`src/utc_map.svh`:
```
// constants for the transceiver transmit control block
`ifndef UTC_MAP_SVH
`define UTC_MAP_SVH
`define UTC_XCVR_HS 2'h0
`define UTC_XCVR_FS 2'h1
`define UTC_XCVR_LS 2'h2
`define UTC_XCVR_LSFS 2'h3
`define UTC_TERM_HS 1'h0
`define UTC_TERM_FS 1'h1
`define UTC_OPM_NORMAL 2'h0
`define UTC_OPM_NODRIVE 2'h1
`define UTC_OPM_RAW 2'h2
`define UTC_SYNC_HS 8'h20
`define UTC_SYNC_FS 8'h08
`define UTC_SYNC_BYTE 8'h80
`define UTC_EOP_HS 8'h08
`define UTC_EOP_FS 8'h03
`define UTC_DIV_HS 6'h00
`define UTC_DIV_FS 6'h27
`define UTC_DIV_LS 6'h3f
`define UTC_ZERO8 8'h00
`endif

```
`src/utc_pkg.sv`:
```
// types for the transceiver transmit control block
package utc_pkg;
	// transmit state machine
	typedef enum logic [2:0]
	{
		UTC_IDLE = 3'b000,
		UTC_SYNC = 3'b001,
		UTC_DATA = 3'b010,
		UTC_EOP = 3'b011
	} utc_tx_state_t;
	// control inputs bundle
	typedef struct packed
	{
		logic [1:0] speed_xcvr_select;
		logic termination_select;
		logic [1:0] operating_mode_select;
		logic low_power_suspend_n;
		logic host_mode;
	} utc_ctrl_t;
	// line side drive bundle
	typedef struct packed
	{
		logic line_enable;
		logic [7:0] line_byte;
		logic sync_active;
		logic eop_active;
		logic stuff_nrzi_enable;
		logic hs_termination;
		logic fs_termination;
		logic pullup_resistor;
		logic pulldown_resistor;
		logic [1:0] speed_mode;
		logic fs_edge_rate;
	} utc_line_t;
	// whole module state
	typedef struct packed
	{
		utc_tx_state_t state;
		logic [7:0] hold;
		logic [7:0] count;
		logic [5:0] div;
		logic tx_byte_accepted;
		logic valid_d;
		utc_line_t line;
	} utc_state_t;
endpackage : utc_pkg

```
`src/utc_tx_control.sv`:
```
// transmit handshake, SYNC/EOP sequencing and mode control of the transceiver
`timescale 1ns/10ps
`include "utc_map.svh"
module utc_tx_control
	import utc_pkg::*;
(
	input wire logic i_clock, // interface clock
	input wire logic i_rst_n, // async reset, active low
	input wire utc_ctrl_t i_ctrl, // mode and suspend controls
	input wire logic i_tx_byte_valid, // link byte valid
	input wire logic [7:0] i_tx_data, // link transmit byte
	output logic o_tx_byte_accepted, // byte taken pulse
	output logic o_interface_clock_enable, // interface clock gate
	output utc_line_t o_line // line side drive
);
	// ----------------------------------------
	// state registers
	// ----------------------------------------
	utc_state_t r;
	utc_state_t next_r;
	logic bit_tick; // one byte time at the selected speed
	logic [5:0] div_top; // divider reload per speed

	// ----------------------------------------
	// next state logic
	// ----------------------------------------
	// byte pacing and handshake
	always_comb
	begin
		next_r = r;
		next_r.tx_byte_accepted = 1'b0;
		next_r.valid_d = i_tx_byte_valid;
		unique case (i_ctrl.speed_xcvr_select)
			`UTC_XCVR_HS: div_top = `UTC_DIV_HS;
			`UTC_XCVR_FS: div_top = `UTC_DIV_FS;
			`UTC_XCVR_LS: div_top = `UTC_DIV_LS;
			`UTC_XCVR_LSFS: div_top = `UTC_DIV_LS;
		endcase
		bit_tick = (r.div == 6'h00);
		// byte pacing divider
		if (r.state == UTC_IDLE || bit_tick)
		begin
			next_r.div = div_top;
		end
		else
		begin
			next_r.div = r.div - 6'h01;
		end
		next_r.line.speed_mode = i_ctrl.speed_xcvr_select;
		next_r.line.fs_edge_rate = (i_ctrl.speed_xcvr_select != `UTC_XCVR_LS);
		next_r.line.hs_termination = (i_ctrl.termination_select == `UTC_TERM_HS);
		next_r.line.fs_termination = (i_ctrl.termination_select == `UTC_TERM_FS);
		next_r.line.stuff_nrzi_enable = (i_ctrl.operating_mode_select != `UTC_OPM_RAW);
		if (i_ctrl.operating_mode_select == `UTC_OPM_NODRIVE)
		begin
			// non-driving: all terminations removed
			next_r.line.hs_termination = 1'b0;
			next_r.line.fs_termination = 1'b0;
		end
		// resistor control
		next_r.line.pullup_resistor = ~i_ctrl.host_mode & next_r.line.fs_termination;
		next_r.line.pulldown_resistor = i_ctrl.host_mode;
		if (!i_ctrl.low_power_suspend_n)
		begin
			if (i_ctrl.host_mode)
			begin
				next_r.line.pullup_resistor = 1'b0;
			end
			else
			begin
				next_r.line.pulldown_resistor = ~i_ctrl.termination_select;
			end
		end
		// transmit state machine
		unique case (r.state)
			UTC_IDLE:
			begin
				next_r.line.line_enable = 1'b0;
				next_r.line.sync_active = 1'b0;
				next_r.line.eop_active = 1'b0;
				if (i_tx_byte_valid && !r.valid_d && i_ctrl.low_power_suspend_n &&
					i_ctrl.operating_mode_select != `UTC_OPM_NODRIVE)
				begin
					next_r.state = UTC_SYNC;
					next_r.count = (i_ctrl.speed_xcvr_select == `UTC_XCVR_HS) ? `UTC_SYNC_HS : `UTC_SYNC_FS;
					next_r.line.line_enable = 1'b1;
					next_r.line.sync_active = 1'b1;
					next_r.line.line_byte = `UTC_SYNC_BYTE;
				end
			end
			UTC_SYNC:
			begin
				if (bit_tick)
				begin
					next_r.count = r.count - 8'h01;
					if (r.count == 8'h01)
					begin
						next_r.state = UTC_DATA;
						next_r.line.sync_active = 1'b0;
					end
				end
			end
			UTC_DATA:
			begin
				if (bit_tick)
				begin
					if (!i_tx_byte_valid)
					begin
						next_r.state = UTC_EOP;
						next_r.line.eop_active = 1'b1;
						next_r.line.line_byte = `UTC_ZERO8;
						next_r.count = (i_ctrl.speed_xcvr_select == `UTC_XCVR_HS) ? `UTC_EOP_HS : `UTC_EOP_FS;
					end
					else
					begin
						next_r.hold = i_tx_data;
						next_r.line.line_byte = i_tx_data;
						next_r.tx_byte_accepted = 1'b1;
					end
				end
			end
			UTC_EOP:
			begin
				if (bit_tick)
				begin
					next_r.count = r.count - 8'h01;
					if (r.count == 8'h01)
					begin
						next_r.state = UTC_IDLE;
						next_r.line.eop_active = 1'b0;
						next_r.line.line_enable = 1'b0;
					end
				end
			end
			default:
			begin
				next_r.state = UTC_IDLE;
			end
		endcase
	end

	// ----------------------------------------
	// state register
	// ----------------------------------------
	// reset to initial state
	always_ff @(posedge i_clock or negedge i_rst_n)
	begin
		if (!i_rst_n)
		begin
			r <= '0;
		end
		else
		begin
			r <= next_r;
		end
	end

	// ----------------------------------------
	// outputs
	// ----------------------------------------
	// ready marks the edge that takes the byte
	// combinational so the link advances on the very edge the byte is captured;
	// a registered copy would let the next tick capture the old byte again
	assign o_tx_byte_accepted = (r.state == UTC_DATA) && bit_tick && i_tx_byte_valid;
	assign o_interface_clock_enable = i_ctrl.low_power_suspend_n;
	assign o_line = r.line;
endmodule : utc_tx_control

```
`config.mk`:
```
export PLATFORM = sky130hd
export DESIGN_NAME = utc_tx_control
export DESIGN_NICKNAME = d
export VERILOG_FILES = /design/src/utc_pkg.sv /design/src/utc_tx_control.sv
export VERILOG_INCLUDE_DIRS = /design/src
export SDC_FILE = /design/constraint.sdc
export NUM_CORES = 1
export LEC_CHECK = 0
export BUFFER_PORTS_ARGS = -buffer_cell sky130_fd_sc_hd__buf_2
export CELL_PAD_IN_SITES_DETAIL_PLACEMENT = 0
export CELL_PAD_IN_SITES_GLOBAL_PLACEMENT = 2
export CORE_ASPECT_RATIO = 1.5
export CORE_UTILIZATION = 26
export CTS_BUF_LIST = sky130_fd_sc_hd__clkbuf_8
export DETAILED_ROUTE_END_ITERATION = 12
export HOLD_SLACK_MARGIN = 0.06
export PLACE_DENSITY_LB_ADDON = 0.1
export SYNTH_ARGS = -nofsm -noshare
export SYNTH_HDL_FRONTEND = slang
export SYNTH_SLANG_ARGS = --single-unit
```
`constraint.sdc`:
```
create_clock -name i_clock -period 2.3 [get_ports i_clock]
set_input_delay 0.23 -clock i_clock [delete_from_list [all_inputs] [get_ports i_clock]]
set_output_delay 0.23 -clock i_clock [all_outputs]
set_load 0.005 [all_outputs]
```
==> run_results.csv <==
group,metric,value,unit
run_status,status,"completed",
synthesis,synth_top_area_frac,0.459,
routing,wl,5090,um
synthesis,synth_fa_ha_area_frac,0.0510,
routing,routed_via_density,4.79,
die,die-area,7910,um2
critical_path,endpoint_kind,"flip-flop",
placement,port_buffers,38,
finish,area.growth.synth_to_final,17.1,%
global_route,grt_max_degree,37,
die,core-area,7270,um2
sta,worst_slew_margin_rel,0.423,
placement,dp_hpwl,3530,um
synthesis,ys_warn_count,0,
worst_hold_path,hp-class,"input pin to asynchronous set/reset pin",
synthesis,synth_top_family_by_area,"simple AND/OR/NAND/NOR gates",
synthesis,ys_async_sr_fraction,1.00,
die,rows,38,
routing,first_iter_violations,62,
global_route,grt_pass1_vias,1646,
sta,period_needed,2.20,ns
critical_path,cp_slowest_stage_delay,0.60,ns
sta,final.setup_skew,0.00187,ns
critical_path,setup.worst_path.class,"flip-flop to flip-flop",
synthesis,synth_top_area_cell,"dfrtp_1",
finish,utilization,0.316,
global_route,met3_usage,0.0242,
clock_network,clkSlewWorstSetupHoldPaths,0.07,ns
sta,worstMarginPinSlew,0.865,ns
synthesis,synth_flop_cell,"dfrtp_1",
clock_network,cts_hold_buffers,0,
sta,setup_ws,0.104,ns
sta,period_share,0.955,
sta,rsz0062_at_grt,"false",
synthesis,synth_area,1960,um2
routing,route.detailed.drc,0,
die,start_util,0.270,
synthesis,ys_seq_elements,36,
sta,fin_tns_setup,0,ns
power_and_ir_drop,vdd_drop_max,0.000392,V
clock_network,clock_latency,0.28,ns
synthesis,synth_mux_area_frac,0.0102,
routing,firstDrtPassIters,5,
critical_path,critPathRequiredTime,2.46,ns
sta,setup_viol,0,
critical_path,reg2reg_from,"r[43]",
clock_network,numCtsBuffers,5,
placement,place_ws,0.00574,ns
critical_path,timing.critical_path.from,"r[43]",
power_and_ir_drop,total_power,2980,uW
synthesis,synth_xor_area_frac,0.0178,
critical_path,reg2reg_depth,6,
global_route,met1_usage,0.152,
routing,postRouteAntennaNets,0,
global_route,antenna_found_initial,0,
synthesis,synth-edff-count,0,
finish,drive_gt1_frac,0.260,
critical_path,r2r-end,"r[31]",
clock_network,cts_root_buf,"clkbuf_8",
synthesis,synth_compound_area_frac,0.165,
critical_path,cp_slowest_cell,"or4_1",
critical_path,cp_max_fo,8,
synthesis,yosys.area_share.simple,0.172,
die,fp.dieH,108,um
global_route,use_met2,0.250,
placement,routabilityCongestion,0.839,
power_and_ir_drop,power_density,1300,nW/um2
synthesis,seq_area_frac_synth,0.459,
clock_network,cts_setup_buffers,0,
finish,nFillCells,798,
routing,vias,1638,
clock_network,cts_tree,"yes",
clock_network,htreeDepth,2,
sta,hold_violations,0,
clock_network,clk_path_buf_depth,2,
synthesis,syn_inst,211,
synthesis,syn_nets,237,
run,cap_violations,0,
global_route,overflow,0,
critical_path,crit_chain,"inv_1, ha_1, or4_1, a221o_2, o21ai_0, o31ai_1",
global_route,grt_pass1_wl,8110,um
critical_path,critical_path_arrival,2.36,ns
synthesis,synth.top_cells.by_area,"dfrtp_1 46%, buf_4 7.6%, ha_1 5.1%",
power_and_ir_drop,leakagePower,0.00105,uW
sta,slew_viol_final,0,
clock_network,cts_num_sinks,36,
global_route,grt.busiest_layer,"met2",
critical_path,r2r_slack,0.10,ns
sta,fmax,455,MHz
die,die_x,73.0,um
finish,diodes,0,
die,num_io_pins,39,
synthesis,avgSynthCellArea,9.30,um2
synthesis,yosysUniqueCellTypes,39,
critical_path,startpoint_type,"flip-flop",
finish,nets,267,
routing,drt-wirelength-per-cell,14.9,um
global_route,gr-usage-all-layers,0.136,
## power breakdown
| group | leakage, uW | internal (uW) | switching (uW) |
|---|---|---|---|
| clock | 0.0000593 | 317 | 234 |
| combinational | 0.000547 | 569 | 824 |
| sequential | 0.000448 | 861 | 176 |
## worst max-delay path: cells and delay by family (launching register included)
kind | cells | cell delay, ns
compound gates | 3 | 0.78
fa+ha+maj | 1 | 0.22
buf+inv | 1 | 0.10
flops | 1 | 0.38
simple gates | 1 | 0.60
## cells in the mapped netlist, types with 2 or more instances
cell type	instances
ha_1	8
nand4_1	8
o32ai_1	2
mux2i_1	2
nor3_1	6
nand3_1	5
inv_1	16
clkbuf_1	5
a211oi_1	2
or2_2	2
nor4_1	2
or3_1	2
a21oi_1	18
o31ai_1	4
buf_4	20
o21ai_0	19
nor2_1	21
nor3b_1	3
dfrtp_1	36
nand2_1	6
xnor2_1	4
nand2b_1	2
a31oi_1	2
## state kept, by name, indices dropped and copies added (netlist names)
signal / flops
r: 17
o_line: 19
## worst max path at each step
stage	to	slack [ns]	cells past startpoint
CTS	r[31]	0.07	6
global placement	r[34]	0.13	6
floorplan	r[30]	0.25	8
detailed placement	r[31]	0.006	6
global route	r[30]	0.009	6
finish	r[31]	0.10	6
## metal layers
layer  part of all wire  wire length [um]
met5                  0                 0
met4              0.014                72
met3              0.029               148
met2               0.53              2710
met1               0.42              2160
## cell families after synthesis
group | count (synthesis)
AND/OR/NAND/NOR | 64
AO/OA/AOI/OAI | 54
buffers and inverters | 43
flip-flops | 36
adder cells (fa/ha/maj) | 8
XOR/XNOR | 4
multiplexers | 2
## per-stage QoR
stage	hold WS, ns	std cells	area, um2
CTS	0.0903	341	2280
finish	0.0551	342	2300
floorplan	-0.0656	211	1960
detailed placement	0.403	333	2180
global placement	0.381	333	2180
global route	0.0979	342	2300
## final cells by class
type | instances | area, um2 | share of cell area
Clock buffer | 5 | 68.8 | 0.0299
Clock inverter | 3 | 38.8 | 0.0169
Inverter | 16 | 60.1 | 0.0261
Multi-Input combinational cell | 133 | 833 | 0.362
Sequential cell | 36 | 901 | 0.392
Tap cell | 100 | 125 | 0.0544
Timing Repair Buffer | 49 | 273 | 0.119
## layout by cell type (no fill, tap or decap), types with 6 or more instances in the layout
| master | synthesis | routed |
|---|---|---|
| buf_2 | 1 | 38 |
| dfrtp_1 | 36 | 36 |
| nor2_1 | 21 | 21 |
| a21oi_1 | 18 | 18 |
| o21ai_0 | 19 | 18 |
| inv_1 | 16 | 17 |
| buf_4 | 20 | 11 |
| nand4_1 | 8 | 8 |
| ha_1 | 8 | 8 |
| nand2_1 | 6 | 6 |
## repair_timing
item / CTS / global route
hold endpoints to repair: 0 / 0
gates cloned: 0 / 1
pin swaps: 0 / 1
gates resized for setup: 1 / 2
setup endpoints to repair: 1 / 9
No activity file was read; power rests on OpenSTA's default activity.
